`config.mk`:
```
export PLATFORM = sky130hd
export DESIGN_NAME = table_access_test_xor_exec
export DESIGN_NICKNAME = d
export VERILOG_FILES = /design/src/inc/exec_pkg.sv /design/src/verilog/operand_bank_sel.sv /design/src/verilog/table_access_test_xor_exec.sv
export VERILOG_INCLUDE_DIRS = /design/src /design/src/inc
export SDC_FILE = /design/constraint.sdc
export NUM_CORES = 1
export LEC_CHECK = 0
export ABC_AREA = 1
export BUFFER_PORTS_ARGS = -buffer_cell sky130_fd_sc_hd__buf_2
export CAP_MARGIN = 20
export CORE_ASPECT_RATIO = 1.4
export CORE_UTILIZATION = 45
export DETAILED_ROUTE_END_ITERATION = 16
export GPL_ROUTABILITY_DRIVEN = 0
export HOLD_SLACK_MARGIN = 0.1
export PLACE_DENSITY = 0.78
export SLEW_MARGIN = 20
export SYNTH_ARGS = -nofsm -noshare
export SYNTH_HDL_FRONTEND = slang
export SYNTH_SLANG_ARGS = --single-unit
```
`constraint.sdc`:
```
create_clock -name core_clk -period 3.25 [get_ports core_clk]
set_clock_uncertainty 0.2 [all_clocks]
set_input_delay 0.325 -clock core_clk [delete_from_list [all_inputs] [get_ports core_clk]]
set_output_delay 0.325 -clock core_clk [all_outputs]
set_load 0.01 [all_outputs]
```
`src/inc/exec_defs.svh`:
```
// width, opcode and field constants for the table/test/xor execution unit
// assumes: included by its bare name from the package and the design files
`ifndef EXEC_DEFS_SVH
`define EXEC_DEFS_SVH
`define PTR_W            21
`define HOLD_DEPTH       8
`define HOLD_SEL_W       3
`define OP_TBL_HI        13'h0001
`define OP_TBL_WRITE_BIT 2
`define OP_XOR_HI        8'h0a
`define OP_TSTZ_HI       7'h33
`define INDEXED_MAX      8'h5f
`define TABLE_POINTER_RESET     21'h000000
`define BYTE_RESET       8'h00
`define FRAME_PTR_RESET  8'h00
`endif

```
`src/inc/exec_pkg.sv`:
```
// types shared by the execution unit and its operand decoder
// assumes: exec_defs.svh on the include path
`include "exec_defs.svh"
package exec_pkg;
    typedef enum logic [1:0] {
        upd_none     = 2'b00,
        upd_post_inc = 2'b01,
        upd_post_dec = 2'b10,
        upd_pre_inc  = 2'b11
    } ptr_update_t;

    typedef enum logic [1:0] {
        st_decode    = 2'b00,
        st_table     = 2'b01,
        st_skip      = 2'b10,
        st_skip_long = 2'b11
    } exec_state_t;

    typedef struct packed {
        logic [7:0] addr;
        logic [3:0] bank;
        logic       indexed;
    } reg_sel_t;

    typedef struct packed {
        logic negative;
        logic zero;
    } nz_flags_t;
endpackage : exec_pkg

```
`src/verilog/operand_bank_sel.sv`:
```
// register operand resolution for file-register instructions
// assumes: caller supplies the bank pointer and frame base on core_clk
`timescale 1ns/10ps
`include "exec_defs.svh"
module operand_bank_sel
    import exec_pkg::*;
(
    // instruction fields
    input  wire logic [7:0] f_field,
    input  wire logic       access_bit,
    // configuration and bank state
    input  wire logic       extended_set_config_bit,
    input  wire logic [3:0] bank_select_pointer,
    input  wire logic [7:0] frame_base,
    // resolved operand
    output reg_sel_t        sel
);
    wire use_index = !access_bit && extended_set_config_bit
                     && (f_field <= `INDEXED_MAX);
    wire [7:0] idx_addr = 8'(frame_base + f_field);
    // access bank: low half maps to bank 0, high half to bank 15
    wire [3:0] acc_bank = f_field[7] ? 4'hf : 4'h0;
    assign sel.indexed = use_index;
    assign sel.addr    = use_index ? idx_addr : f_field;
    assign sel.bank    = access_bit ? bank_select_pointer : acc_bank;
endmodule : operand_bank_sel

```
`src/verilog/table_access_test_xor_exec.sv`:
```
// execution unit for table read/write, test-and-skip and xor-literal
// assumes: one instruction word offered per core_clk cycle with instr_valid;
// program memory answers combinationally in the cycle pmem_rd_en is high
//
// Function
// - table read loads the program byte at the pointer into the table latch.
// - the table pointer is a 21-bit byte address over a 2-Mbyte space.
// - pointer bit 0 picks the low byte (0) or high byte (1) of a program word.
// - 0x000c-0x000f decode as table write, 0x0008-0x000b as table read, nn is the update mode.
// - mode 0 keeps, 1 post-increments, 2 post-decrements, 3 pre-increments the pointer.
// - table write copies the latch into one of eight holding registers chosen by pointer bits 2..0.
// - table write touches only the holding registers, never the flash array.
// - table read and write change no status flag.
// - test-and-skip turns the fetched next instruction into a no-op when the register is zero.
// - test-and-skip takes one cycle, two if skipping, three if skipping a two-word instruction.
// - access bit 0 selects the access bank, 1 uses the bank select pointer.
// - with access bit 0 and the extended set on, operands up to 0x5f are indexed offsets.
// - xor-literal xors the accumulator with the 8-bit literal into the accumulator.
// - xor-literal decodes from 0x0a in the high byte and takes one word and one cycle.
// - xor-literal updates only negative and zero flags.
// - indexed offsets exist only when the extended-set configuration bit is set.
`timescale 1ns/10ps
`include "exec_defs.svh"
module table_access_test_xor_exec
    import exec_pkg::*;
#(
    parameter int PTR_W = `PTR_W,
    parameter int HOLD_DEPTH = `HOLD_DEPTH
)(
    // clock and reset
    input  wire logic             core_clk,
    input  wire logic             reset,
    // instruction stream
    input  wire logic             instr_valid,
    input  wire logic [15:0]      instr_word,
    input  wire logic             next_is_two_word,
    output logic                  instr_ready,
    output logic                  discard_next,
    // configuration and bank state
    input  wire logic             extended_set_config_bit,
    input  wire logic [3:0]       bank_select_pointer,
    input  wire logic [7:0]       frame_base,
    // file register read port
    output reg_sel_t              file_sel,
    input  wire logic [7:0]       file_rdata,
    // program memory read port
    output logic                  pmem_rd_en,
    output logic [PTR_W-1:0]      pmem_addr,
    input  wire logic [7:0]       pmem_rdata,
    // holding register bank
    output logic [7:0]            holding_regs [HOLD_DEPTH],
    output logic                  hold_wr_pulse,
    // architectural state
    output logic [PTR_W-1:0]      table_pointer,
    output logic [7:0]            table_latch,
    output logic [7:0]            accumulator,
    output nz_flags_t             nz_flags,
    output logic                  nz_update
);
    exec_state_t state_q, state_d;
    logic [PTR_W-1:0] ptr_q;
    logic [7:0] latch_q, acc_q;
    logic [7:0] hold_q [HOLD_DEPTH];
    nz_flags_t nz_q;
    logic nz_upd_q, hold_pulse_q;
    logic [1:0] mode_q;
    logic is_write_q;

    function automatic logic [PTR_W-1:0] ptr_step(input logic [PTR_W-1:0] p, input logic dec);
        ptr_step = dec ? PTR_W'(p - 1'b1) : PTR_W'(p + 1'b1);
    endfunction : ptr_step

    // decode
    wire in_decode   = (state_q == st_decode);
    wire take        = instr_valid && in_decode;
    // read (10nn) and write (11nn) share the upper thirteen bits
    wire is_tbl      = (instr_word[15:3] == `OP_TBL_HI);
    wire op_wr_bit   = instr_word[`OP_TBL_WRITE_BIT];
    wire is_xor      = (instr_word[15:8] == `OP_XOR_HI);
    wire is_tstz     = (instr_word[15:9] == `OP_TSTZ_HI);
    wire table_go    = take && is_tbl;
    wire xor_go      = take && is_xor;
    wire tstz_go     = take && is_tstz;
    wire [7:0] xor_res = acc_q ^ instr_word[7:0];
    wire reg_zero    = (file_rdata == `BYTE_RESET);

    // transfer-cycle address: pre-increment moves first
    ptr_update_t mode_e;
    assign mode_e = ptr_update_t'(mode_q);
    wire [PTR_W-1:0] access_addr = (mode_e == upd_pre_inc) ? ptr_step(ptr_q, 1'b0) : ptr_q;
    wire [PTR_W-1:0] ptr_after =
        (mode_e == upd_none)     ? ptr_q :
        (mode_e == upd_post_dec) ? ptr_step(ptr_q, 1'b1) :
                                   ptr_step(ptr_q, 1'b0);
    wire in_table = (state_q == st_table);
    wire rd_xfer  = in_table && !is_write_q;
    wire wr_xfer  = in_table && is_write_q;
    wire [`HOLD_SEL_W-1:0] hold_idx = access_addr[`HOLD_SEL_W-1:0];

    operand_bank_sel u_operand (
        .f_field                 (instr_word[7:0]),
        .access_bit              (instr_word[8]),
        .extended_set_config_bit (extended_set_config_bit),
        .bank_select_pointer     (bank_select_pointer),
        .frame_base              (frame_base),
        .sel                     (file_sel)
    );

    // sequencing
    always_comb begin
        state_d = state_q;
        unique case (state_q)
            st_decode: begin
                if (table_go) begin
                    state_d = st_table;
                end else if (tstz_go && reg_zero) begin
                    state_d = next_is_two_word ? st_skip_long : st_skip;
                end
            end
            st_table:     state_d = st_decode;
            st_skip_long: state_d = st_skip;
            st_skip:      state_d = st_decode;
        endcase
    end

    always_ff @(posedge core_clk) begin
        if (reset) begin
            state_q <= st_decode;
            mode_q <= 2'b00;
            is_write_q <= 1'b0;
        end else begin
            state_q <= state_d;
            if (table_go) begin
                mode_q <= instr_word[1:0];
                is_write_q <= op_wr_bit;
            end
        end
    end

    // pointer and latch; no flag path here
    always_ff @(posedge core_clk) begin
        if (reset) begin
            ptr_q <= `TABLE_POINTER_RESET;
            latch_q <= `BYTE_RESET;
        end else if (in_table) begin
            ptr_q <= ptr_after;
            if (rd_xfer) begin
                latch_q <= pmem_rdata;
            end
        end
    end

    // holding registers only; flash array is never written here
    always_ff @(posedge core_clk) begin
        if (reset) begin
            for (int i = 0; i < HOLD_DEPTH; i++) begin
                hold_q[i] <= `BYTE_RESET;
            end
            hold_pulse_q <= 1'b0;
        end else begin
            hold_pulse_q <= wr_xfer;
            if (wr_xfer) begin
                hold_q[hold_idx] <= latch_q;
            end
        end
    end

    // accumulator and n/z flags
    always_ff @(posedge core_clk) begin
        if (reset) begin
            acc_q <= `BYTE_RESET;
            nz_q <= '0;
            nz_upd_q <= 1'b0;
        end else begin
            nz_upd_q <= xor_go;
            if (xor_go) begin
                acc_q <= xor_res;
                nz_q.negative <= xor_res[7];
                nz_q.zero <= (xor_res == `BYTE_RESET);
            end
        end
    end

    // outputs
    assign instr_ready   = in_decode;
    assign discard_next  = (state_q == st_skip) || (state_q == st_skip_long);
    assign pmem_rd_en    = rd_xfer;
    assign pmem_addr     = access_addr;
    assign holding_regs  = hold_q;
    assign hold_wr_pulse = hold_pulse_q;
    assign table_pointer = ptr_q;
    assign table_latch   = latch_q;
    assign accumulator   = acc_q;
    assign nz_flags      = nz_q;
    assign nz_update     = nz_upd_q;
endmodule : table_access_test_xor_exec

```
# --- Word-level counts from Yosys, hierarchy flattened ---
# Cells that the tools add are included.
word_totals:
  mem_bits_ro: 0
  inputBits: 49
  memories: 0
  ramBits: 0
  latch_bits: 0
  reg_bits: 110
classes:
  n_eq_ne: 9
  div_mod_pow: 0
  addsub: 3
  reduce_logical: 20
  bitwise_logic: 3
  n_shift: 0
  order_cmp: 3
  multipliers: 0
  muxes: 12
ops:
  columns: ["op", "n"]
  rows:
  - ["64-bit bitwise mux", 1]
  - ["21-bit 2-to-1 mux", 2]
  - ["8-bit demux with 3-bit select", 1]
  - ["21-bit by 1-bit adder with 21-bit output, second input constant", 1]
  - ["21-bit by 1-bit subtractor with 21-bit output, second input constant", 1]
  - ["8-bit logical NOT", 2]
  - ["8-bit 2-to-1 mux", 2]
  - ["13-bit by 1-bit == test with 1-bit output, second input constant", 1]
  - ["1-bit logical AND", 10]
  - ["8-bit adder", 1]
  - ["2-bit == test, second input constant", 4]
  - ["8-bit by 4-bit == test with 1-bit output, second input constant", 1]
  - ["8-bit by 7-bit less-or-equal comparator with 1-bit output, second input constant", 1]
  - ["4-bit 2-to-1 mux", 2]
  - ["8-bit bitwise XOR", 1]
  - ["7-bit by 6-bit == test with 1-bit output, second input constant", 1]
  - ["2-bit case mux with 3 select lines", 1]
  - ["4-bit greater-or-equal comparator, second input constant", 1]
  - ["2-bit logical NOT", 2]
  - ["4-bit by 1-bit < comparator with 1-bit output, second input constant", 1]
  - ["2-bit 2-to-1 mux", 2]
  - ["3-bit inverter with 4-bit output", 1]
  - ["2-bit AND reduction", 2]
  - ["3-bit by 1-bit != test with 1-bit output, second input constant", 1]
  - ["6 further kinds", 7]

# --- Logic depth before layout (Yosys ltp) ---
# Gate-level depths: netlist of the first run.
logic_depth:
  word_depth: 8
  ltp_mapped: 13
  mapped_depth_nobuf: 13

# --- By module ---
# Synthesis of the first run repeated with hierarchy kept, for this count alone.
unflattened:
  cells_unflattened: 898
  hier_area_um2: 6015.8
modules_own_cells:
  columns: ["module", "instances", "area_per_inst_um2", "seq_area_each_um2", "cells_each"]
  rows:
  - ["table_access_test_xor_exec", 1, 5481.5, 2182.1, 806]
  - ["operand_bank_sel", 1, 534.3, 0.0, 92]

# --- Worst setup path before layout of the first run ---
# Ideal clock, no wire load.
synth_timing:
  kind: "flip-flop to output port"
  startpoint: "reg ptr_q[0] (netlist: table_pointer[0])"
  endpoint: "out pmem_addr[16]"
  slack_ns: 1.085
  arrival_ns: 1.640
  path_buffers: 0
  stages_incl_launch_ff: 9
  required_time_ns: 2.725
  path_cell_list: "dfxtp_1 ha_1 nand2_1 nor2_1 nand3_1 nor2_2 xor2_1 nand2_1 o21ai_0"
synth_between:
  elab_chain_len: 2
synth_lines:
  columns: ["element", "line_no", "rtl"]
  rows:
  - ["start: declaration", "table_access_test_xor_exec.sv:61", "logic [PTR_W-1:0] ptr_q;"]
  - ["start signal: assignment", "table_access_test_xor_exec.sv:143", "ptr_q <= `TABLE_POINTER_RESET;"]
  - ["start signal: assignment", "table_access_test_xor_exec.sv:146", "ptr_q <= ptr_after;"]
  - ["21-bit by 1-bit adder with 21-bit output", "table_access_test_xor_exec.sv:70", "ptr_step = dec ? PTR_W'(p - 1'b1) : PTR_W'(p + 1'b1);"]
  - ["21-bit 2-to-1 mux", "table_access_test_xor_exec.sv:90", "wire [PTR_W-1:0] access_addr = (mode_e == upd_pre_inc) ? ptr_step(ptr_q, 1'b0) : ptr_q;"]
  - ["end: declaration", "table_access_test_xor_exec.sv:48", "output logic [PTR_W-1:0] pmem_addr,"]
# Every way passes these cells.

# --- Final worst setup path of the first run ---
# Ends and elaborated chain as after synthesis.

==> results of run 1 <==
## layer usage
| layer | track usage, % | part of all wire, % | vias to the layer above |
|---|---|---|---|
| li1 | - | - | 3271 |
| met1 | 29.9 | 42 | 2917 |
| met2 | 44.9 | 50 | 226 |
| met3 | 3.55 | 5.9 | 29 |
| met4 | 9.12 | 2.1 | 0 |
| met5 | 0 | 0 | - |
## cell type report
| cell class | count | area [um^2] |
|---|---|---|
| clock buffers | 9 | 225 |
| clock inverters | 7 | 78.8 |
| fillers | 1292 | 5530 |
| inverters | 63 | 249 |
| multi-input cells | 684 | 3250 |
| flip-flops and latches | 109 | 2180 |
| well taps | 153 | 191 |
| repair buffers | 208 | 1110 |
## flip-flops by register name, summed over array words and instances, names as in the netlist
register and cells:
accumulator 8, state_q 2, is_write_q 1, holding_regs 64, table_pointer 21, table_latch 8
mode_e 2, nz_update 1, nz_flags 1, hold_wr_pulse 1
## worst max-delay path by stage
stage	to	cells past startpoint
after global placement	holding_regs[34]$_SDFFE_PP0P_	8
after detailed placement	holding_regs[35]$_SDFFE_PP0P_	8
after global routing	pmem_addr[16]	9
after floorplan	pmem_addr[16]	8
final	pmem_addr[16]	9
after CTS	pmem_addr[16]	9
## kinds of logic (layout without fill, tap and decap cells)
logic type	Yosys count	after routing	synth area share [%]
adder cells (fa/ha/maj)	10	10	2.25
AND/OR/NAND/NOR	481	481	34.0
XOR/XNOR	26	26	4.00
flip-flops	109	109	37.1
buffers and inverters	105	287	7.59
AO/OA/AOI/OAI	167	167	15.0
## layout by cell type (no fill, tap or decap), types with 4 or more instances in the layout
master / instances
nand4_1: 8
nand3_1: 74
nor2_1: 205
a21oi_1: 53
dfxtp_1: 109
inv_1: 56
xor2_1: 17
xnor2_1: 8
dlygate4sd3_1: 9
a31oi_1: 8
buf_2: 190
nor3_1: 4
o21ai_0: 95
buf_4: 9
clkbuf_16: 9
nand2_1: 171
ha_1: 9
## metrics by stage
stage	utilization (%)	hold WS, ns	setup slack (ns)	power, uW
after floorplan	-	0.245	1.09	1460
after global placement	53.8	0.248	0.781	1520
after detailed placement	53.8	0.254	0.706	1530
after CTS	56.9	0.125	0.467	2640
after global routing	56.9	0.123	0.183	2710
final	56.9	0.134	0.473	2620
## power breakdown
| group | internal, uW | switching (uW) |
|---|---|---|
| Sequential | 1330 | 0.265 |
| Clock | 550 | 569 |
| Combinational | 73.3 | 97.1 |
| Total | 1960 | 666 |
## critical path: stages, from the launching register on
cell     delay (ns)
dfxtp_1        0.46
ha_1           0.26
nand2_1        0.07
nor2_1         0.25
nand3_1        0.19
nor2_2         0.19
xor2_1         0.20
nand2_1        0.06
o21ai_0        0.07
buf_2          0.15
==> impl_metrics.prom, run 1 <==
# TYPE chip_impl_metric gauge
chip_impl_info{name="run_status",value="complete, no violations"} 1
chip_impl_metric{name="worst_slew_pin_slew",unit="ns"} 0.673
chip_impl_metric{name="synth_nets",unit=""} 957
chip_impl_metric{name="postCtsSetupRepairBufs",unit=""} 0
chip_impl_info{name="synth.area.top_cells",value="dfxtp_1 37%, nor2_1 13%, nand2_1 11%, o21ai_0 8.1%, nand3_1 6.3%"} 1
chip_impl_info{name="clock_tree_from_tritoncts",value="built"} 1
chip_impl_info{name="endpoint_kind",value="output pin"} 1
chip_impl_info{name="ys.flop_type",value="dfxtp_1"} 1
chip_impl_metric{name="clk_path_buf_depth",unit=""} 2
chip_impl_metric{name="slew_viol_final",unit=""} 0
chip_impl_metric{name="critical_path_required",unit="ns"} 2.72
chip_impl_metric{name="netlist_area",unit="mm^2"} 0.00588
chip_impl_metric{name="post_dp_cell_area",unit="mm^2"} 0.00689
chip_impl_metric{name="synth-seq-area-share",unit="%"} 37.1
chip_impl_metric{name="cts.hold.buffers_added",unit=""} 9
chip_impl_info{name="most_instantiated_library_cell_after_synthesis",value="nor2_1"} 1
chip_impl_info{name="synth_top_cell_by_area",value="dfxtp_1"} 1
chip_impl_metric{name="ys_async_sr_fraction",unit="%"} 0
chip_impl_info{name="cts_root_buffer",value="clkbuf_16"} 1
chip_impl_info{name="min_to",value="accumulator[7]$_SDFFE_PP0P_"} 1
chip_impl_metric{name="fin_crit",unit="ns"} 2.78
chip_impl_metric{name="vias",unit=""} 6443
chip_impl_metric{name="post_synth.cell_area_avg",unit="um^2"} 6.55
chip_impl_metric{name="syn2layout_area_growth",unit="%"} 23.9
chip_impl_info{name="regToRegStartpoint",value="mode_e[0]$_SDFFE_PP0P_"} 1
chip_impl_metric{name="fin_crit_sh",unit="%"} 85.5
chip_impl_metric{name="post_drt_via_cell_ratio",unit=""} 5.23
chip_impl_info{name="synth_commonest_cells",value="205 x nor2_1, 171 x nand2_1, 109 x dfxtp_1"} 1
chip_impl_metric{name="clk_pin_slew",unit="ns"} 0.08
chip_impl_metric{name="post_layout_nonfiller_instances",unit=""} 1233
chip_impl_metric{name="cp_arrival",unit="ns"} 2.25
chip_impl_metric{name="insertedDiodeCount",unit=""} 0
chip_impl_info{name="setup_crit_path_kind",value="reg2out"} 1
chip_impl_metric{name="stdcell_area",unit="mm^2"} 0.00729
chip_impl_metric{name="clock_sinks",unit=""} 109
chip_impl_metric{name="postCtsResizedCells",unit=""} 0
chip_impl_metric{name="die_height",unit="um"} 137
chip_impl_metric{name="clock_insertion_delay_worst_skew",unit="ns"} 0.35
chip_impl_metric{name="grt_antenna_before_repair",unit=""} 0
chip_impl_metric{name="r2r_setup_slack",unit="ns"} 0.67
chip_impl_metric{name="remaining_drc_errors",unit=""} 0
chip_impl_metric{name="numCtsBuffers",unit=""} 9
chip_impl_metric{name="power_density",unit="mW/mm^2"} 360
chip_impl_metric{name="max_freq",unit="GHz"} 0.360
chip_impl_metric{name="layout-drive-gt1-share",unit="%"} 22.1
chip_impl_info{name="worst_r2r_endpoint",value="holding_regs[35]$_SDFFE_PP0P_"} 1
chip_impl_info{name="crit_path_start_kind",value="flop"} 1
chip_impl_metric{name="maxCapViolCount",unit=""} 0
chip_impl_metric{name="yosys_warnings",unit=""} 0
chip_impl_metric{name="floorplan.initialDensity",unit="%"} 45.9
chip_impl_metric{name="coreArea",unit="mm^2"} 0.0128
chip_impl_metric{name="power.leakage",unit="uW"} 0.00354
chip_impl_metric{name="design.final.nets",unit=""} 1134
chip_impl_info{name="worst_min_path_start",value="instr_word[7]"} 1
chip_impl_metric{name="grt_pass1_vias",unit=""} 5661
chip_impl_metric{name="yosys.area.top_type_share",unit="%"} 37.1
chip_impl_metric{name="peakVddDrop",unit="V"} 0.000255
chip_impl_metric{name="max_slew_margin",unit="%"} 55.1
chip_impl_metric{name="synth-edff-count",unit=""} 0
chip_impl_metric{name="numPlacedInstances",unit=""} 1208
chip_impl_info{name="timing.critical_path.from",value="table_pointer[0]$_SDFFE_PP0P_"} 1
chip_impl_metric{name="largest_net_degree_at_the_start_of_global_routing",unit=""} 57
chip_impl_metric{name="first_iter_violations",unit=""} 281
chip_impl_metric{name="detail_route.wl_per_cell",unit="um"} 14.0
chip_impl_metric{name="synth.distinct_cells",unit=""} 40
chip_impl_metric{name="place.port_buffers",unit=""} 190
chip_impl_info{name="grt_setup_unrepaired",value="no"} 1
chip_impl_metric{name="timing.final.hold_violations",unit=""} 0
chip_impl_metric{name="drt_pre_antenna_iters",unit=""} 7
chip_impl_metric{name="r2r_cells",unit=""} 8
chip_impl_metric{name="timing.final.setup_violations",unit=""} 0
chip_impl_metric{name="final.setup.tns",unit="ns"} 0
chip_impl_metric{name="die_x",unit="um"} 98.6
chip_impl_metric{name="ioPinCount",unit=""} 191
chip_impl_metric{name="grt_overflow",unit=""} 0
chip_impl_metric{name="postRouteWirelength",unit="um"} 17300
chip_impl_metric{name="grt_util_all_layers",unit="%"} 24.8
chip_impl_metric{name="die_area",unit="mm^2"} 0.0135
chip_impl_metric{name="rows",unit=""} 49
chip_impl_metric{name="post_synth_inst_count",unit=""} 898
chip_impl_info{name="min_path_type",value="in2reg"} 1
chip_impl_metric{name="cts.htree.levels",unit=""} 3
chip_impl_metric{name="grt_first_pass_wirelength",unit="um"} 26800
chip_impl_metric{name="ant_nets",unit=""} 0
chip_impl_metric{name="dp.final_hpwl",unit="um"} 12400
chip_impl_metric{name="crit_path_max_fanout",unit=""} 8
chip_impl_metric{name="yosys_register_bits",unit=""} 109
chip_impl_metric{name="whs_path_depth",unit=""} 3
(Power assumes the default switching activity.)
==> inputs of run 2 (changes only) <==
--- a/config.mk
+++ b/config.mk
@@ -15,7 +15,9 @@
 export GPL_ROUTABILITY_DRIVEN = 0
 export HOLD_SLACK_MARGIN = 0.1
 export PLACE_DENSITY = 0.78
+export RECOVER_POWER = 100
 export SLEW_MARGIN = 20
 export SYNTH_ARGS = -nofsm -noshare
 export SYNTH_HDL_FRONTEND = slang
+export SYNTH_HIERARCHICAL = 1
 export SYNTH_SLANG_ARGS = --single-unit
==> run 2 against run 1 <==
Compared with the run above:
- combinational power is 3% higher
- worst hold slack worse by 0.035 ns
- sequential cell count stayed put
- routed wire length is 2.3% higher
- cell area is 1.5% lower
- core utilization is 1.4 points lower
- die area is 2.2% higher
- worst setup slack worse by 0.11 ns
- first-iteration DRC count is 12% higher
- synthesized area is 2.3% higher
- critical path type is now in2out
==> impl_metrics.prom, run 2 <==
# TYPE chip_impl_metric gauge
chip_impl_metric{name="crit_path_max_fanout",unit=""} 11
chip_impl_info{name="clock_tree_from_tritoncts",value="built"} 1
chip_impl_metric{name="numCtsBuffers",unit=""} 9
chip_impl_info{name="most_instantiated_library_cell_after_synthesis",value="nand2_1"} 1
chip_impl_metric{name="insertedDiodeCount",unit=""} 0
chip_impl_metric{name="final.setup.tns",unit="ns"} 0
chip_impl_metric{name="maxCapViolCount",unit=""} 0
chip_impl_metric{name="grt_pass1_vias",unit=""} 5825
chip_impl_metric{name="vias",unit=""} 6506
chip_impl_metric{name="power.switching",unit="uW"} 682
chip_impl_info{name="final_common_cell",value="nand2_1"} 1
chip_impl_metric{name="clk_pin_slew",unit="ns"} 0.08
chip_impl_metric{name="postCtsSetupRepairBufs",unit=""} 0
chip_impl_metric{name="die_area",unit="mm^2"} 0.0138
chip_impl_info{name="setup_crit_path_kind",value="in2out"} 1
chip_impl_metric{name="timing.final.hold_violations",unit=""} 0
chip_impl_metric{name="numPlacedInstances",unit=""} 1228
chip_impl_info{name="grt_setup_unrepaired",value="no"} 1
chip_impl_metric{name="first_iter_violations",unit=""} 316
chip_impl_metric{name="power.leakage",unit="uW"} 0.00301
chip_impl_metric{name="clk_path_buf_depth",unit=""} 2
chip_impl_metric{name="post_dp_cell_area",unit="mm^2"} 0.00702
chip_impl_info{name="highest_layer",value="met4"} 1
chip_impl_metric{name="floorplan.initialDensity",unit="%"} 46.5
chip_impl_metric{name="combPwrFrac",unit="%"} 6.6
chip_impl_metric{name="die_x",unit="um"} 99.7
chip_impl_metric{name="ys_async_sr_fraction",unit="%"} 0
chip_impl_metric{name="slew_viol_final",unit=""} 0
chip_impl_metric{name="grt_antenna_before_repair",unit=""} 0
chip_impl_metric{name="detail_route.wl_per_cell",unit="um"} 14.1
chip_impl_metric{name="rows",unit=""} 49
chip_impl_metric{name="cts.hold.buffers_added",unit=""} 9
chip_impl_metric{name="cts.htree.levels",unit=""} 3
chip_impl_metric{name="clock_sinks",unit=""} 109
chip_impl_metric{name="max_slew_margin",unit="%"} 40.5
chip_impl_metric{name="dp.final_hpwl",unit="um"} 13100
chip_impl_metric{name="post-route-worst-setup-slack",unit="ns"} 0.364
chip_impl_metric{name="met3WireLength",unit="um"} 1120
chip_impl_metric{name="fin_crit",unit="ns"} 2.89
chip_impl_metric{name="clock_insertion_delay_worst_skew",unit="ns"} 0.35
chip_impl_info{name="crit_path_start_kind",value="primary input"} 1
chip_impl_metric{name="peakVddDrop",unit="V"} 0.000228
chip_impl_metric{name="synth-seq-area-share",unit="%"} 36.3
chip_impl_metric{name="netlist_area",unit="mm^2"} 0.00602
chip_impl_metric{name="internal_power_summed_over_all_cells",unit="uW"} 1970
chip_impl_metric{name="syn2layout_area_growth",unit="%"} 19.4
chip_impl_metric{name="place_worst_setup_slack",unit="ns"} 0.901
chip_impl_info{name="synth_top_cell_by_area",value="dfxtp_1"} 1
chip_impl_info{name="min_path_type",value="in2reg"} 1
chip_impl_metric{name="yosys_register_bits",unit=""} 109
chip_impl_info{name="ys.flop_type",value="dfxtp_1"} 1
chip_impl_metric{name="timing.final.setup_violations",unit=""} 0
chip_impl_info{name="crit_path_top_delay_cell",value="clkinvlp_2"} 1
chip_impl_info{name="synth.area.top_cells",value="dfxtp_1 36%, nand2_1 10%, nor2_1 9.1%, o21ai_0 7.8%, nand3_1 6.6%"} 1
chip_impl_metric{name="ant_nets",unit=""} 0
chip_impl_metric{name="ioPinCount",unit=""} 191
chip_impl_metric{name="layout-drive-gt1-share",unit="%"} 9.95
chip_impl_metric{name="met1_length",unit="um"} 7200
chip_impl_metric{name="coreArea",unit="mm^2"} 0.0129
chip_impl_metric{name="power_density",unit="mW/mm^2"} 370
chip_impl_metric{name="post_layout_nonfiller_instances",unit=""} 1253
chip_impl_metric{name="place.port_buffers",unit=""} 190
chip_impl_metric{name="die_height",unit="um"} 139
chip_impl_metric{name="post_synth.cell_area_avg",unit="um^2"} 6.70
chip_impl_metric{name="clockPowerShare",unit="%"} 43.1
chip_impl_metric{name="grt_overflow",unit=""} 0
chip_impl_info{name="critical_path.cell_chain",value="buf_2 -> or2_4 -> nor2_1 -> clkinvlp_2 -> o21ai_0 -> buf_2"} 1
chip_impl_metric{name="stdcell_area",unit="mm^2"} 0.00718
chip_impl_metric{name="max_stage_delay",unit="ns"} 0.62
chip_impl_metric{name="design.final.nets",unit=""} 1129
chip_impl_metric{name="remaining_drc_errors",unit=""} 0
chip_impl_metric{name="fin_crit_sh",unit="%"} 88.8
chip_impl_metric{name="swShare",unit="%"} 25.7
chip_impl_metric{name="yosys.area.top_type_share",unit="%"} 36.3
chip_impl_metric{name="largest_register_ff_count",unit=""} 64
chip_impl_metric{name="final.fill_count",unit=""} 1350
chip_impl_metric{name="largest_net_degree_at_the_start_of_global_routing",unit=""} 46
chip_impl_metric{name="drt_pre_antenna_iters",unit=""} 7
chip_impl_metric{name="synth.distinct_cells",unit=""} 44
chip_impl_metric{name="max_freq",unit="GHz"} 0.347
chip_impl_metric{name="worst_slew_pin_slew",unit="ns"} 0.892
chip_impl_metric{name="post_drt_via_cell_ratio",unit=""} 5.19
chip_impl_info{name="cts_root_buffer",value="clkbuf_16"} 1
chip_impl_metric{name="cp_arrival",unit="ns"} 2.36
chip_impl_metric{name="power.sequential.fraction",unit="%"} 50.3
chip_impl_info{name="path_common_cell",value="buf_2"} 1
chip_impl_metric{name="yosys_warnings",unit=""} 6
chip_impl_metric{name="post_synth_inst_count",unit=""} 898
chip_impl_info{name="run_status",value="complete, no violations"} 1
chip_impl_metric{name="postCtsResizedCells",unit=""} 0
chip_impl_metric{name="grt_util_all_layers",unit="%"} 25.1
chip_impl_info{name="synth_commonest_cells",value="166 x nand2_1, 146 x nor2_1, 109 x dfxtp_1"} 1
chip_impl_metric{name="synth_nets",unit=""} 957
chip_impl_info{name="endpoint_kind",value="output pin"} 1
chip_impl_info{name="most_frequent_cells_in_the_layout",value="169 x nand2_1, 149 x nor2_1, 135 x clkbuf_1, 109 x dfxtp_1, 98 x o21ai_0"} 1
chip_impl_metric{name="postRouteWirelength",unit="um"} 17700
chip_impl_metric{name="met2WireLength",unit="um"} 8930
chip_impl_metric{name="synth-edff-count",unit=""} 0
chip_impl_metric{name="critical_path_required",unit="ns"} 2.72
chip_impl_metric{name="grt_first_pass_wirelength",unit="um"} 28100
run 2: changes by cell type after synthesis, sizes merged, moves of 3 or more:
cell,delta
nand3,+5
a21oi,+23
nor2,-53
o21ai,+4
inv,+13
clkinv,-3
clkbuf,+5
run 2: layout make-up:
type | count | area [um^2] | area share (%)
multi-input cells | 670 | 3260 | 45.3
flip-flops and latches | 109 | 2180 | 30.4
repair buffers | 207 | 922 | 12.8
inverters | 73 | 277 | 3.85
clock buffers | 9 | 225 | 3.14
well taps | 178 | 223 | 3.10
clock inverters | 7 | 96.3 | 1.34
run 2: critical path, delay by kind of cell:
family / cells / cell delay (ns)
buffers and inverters: 3 / 0.94
AND/OR/NAND/NOR: 2 / 0.76
AO/OA/AOI/OAI: 1 / 0.32
run 2: power by group through the flow:
stage	combinational, uW	sequential [uW]	clock [uW]
finish	175	1330	1140
global placement	169	1370	0
detailed placement	172	1370	0
global route	194	1330	1210
floorplan	106	1370	0
CTS	182	1330	1160
run 2: path summary, 6_finish.rpt:
path | to | cells past startpoint | slack, ns | startpoint
worst max-delay path | file_sel[6] | 6 | 0.36 | instr_word[8]
worst min-delay path | mode_e[0]$_SDFFE_PP0P_ | 3 | 0.1 | instr_word[0]
worst max register to register | holding_regs[54]$_SDFFE_PP0P_ | 9 | 0.49 | mode_e[0]$_SDFFE_PP0P_
worst min register to register | holding_regs[17]$_SDFFE_PP0P_ | 2 | 0.26 | holding_regs[17]$_SDFFE_PP0P_
run 2: metrics by stage:
step,hold slack (ns),util (%),total power [uW]
2_1_floorplan,0.260,-,1470
3_3_place_gp,0.246,54.3,1540
3_5_place_dp,0.251,54.3,1540
4_1_cts,0.103,57.4,2670
5_1_grt,0.117,55.5,2740
6_report,0.0994,55.5,2650
run 2: logic make-up after synthesis:
family | after synthesis | synth area share (%)
xor+xnor | 24 | 3.62
compound gates | 196 | 17.4
flops | 109 | 36.3
buf+inv | 119 | 8.49
simple gates | 440 | 32.0
fa+ha+maj | 10 | 2.20
run 2: per-layer routing:
layer / vias to the layer above / GRT usage, %
met5: - / 0
met4: 0 / 8.44
met3: 33 / 4.44
met2: 221 / 45.2
met1: 2962 / 29.6
li1: 3290 / -
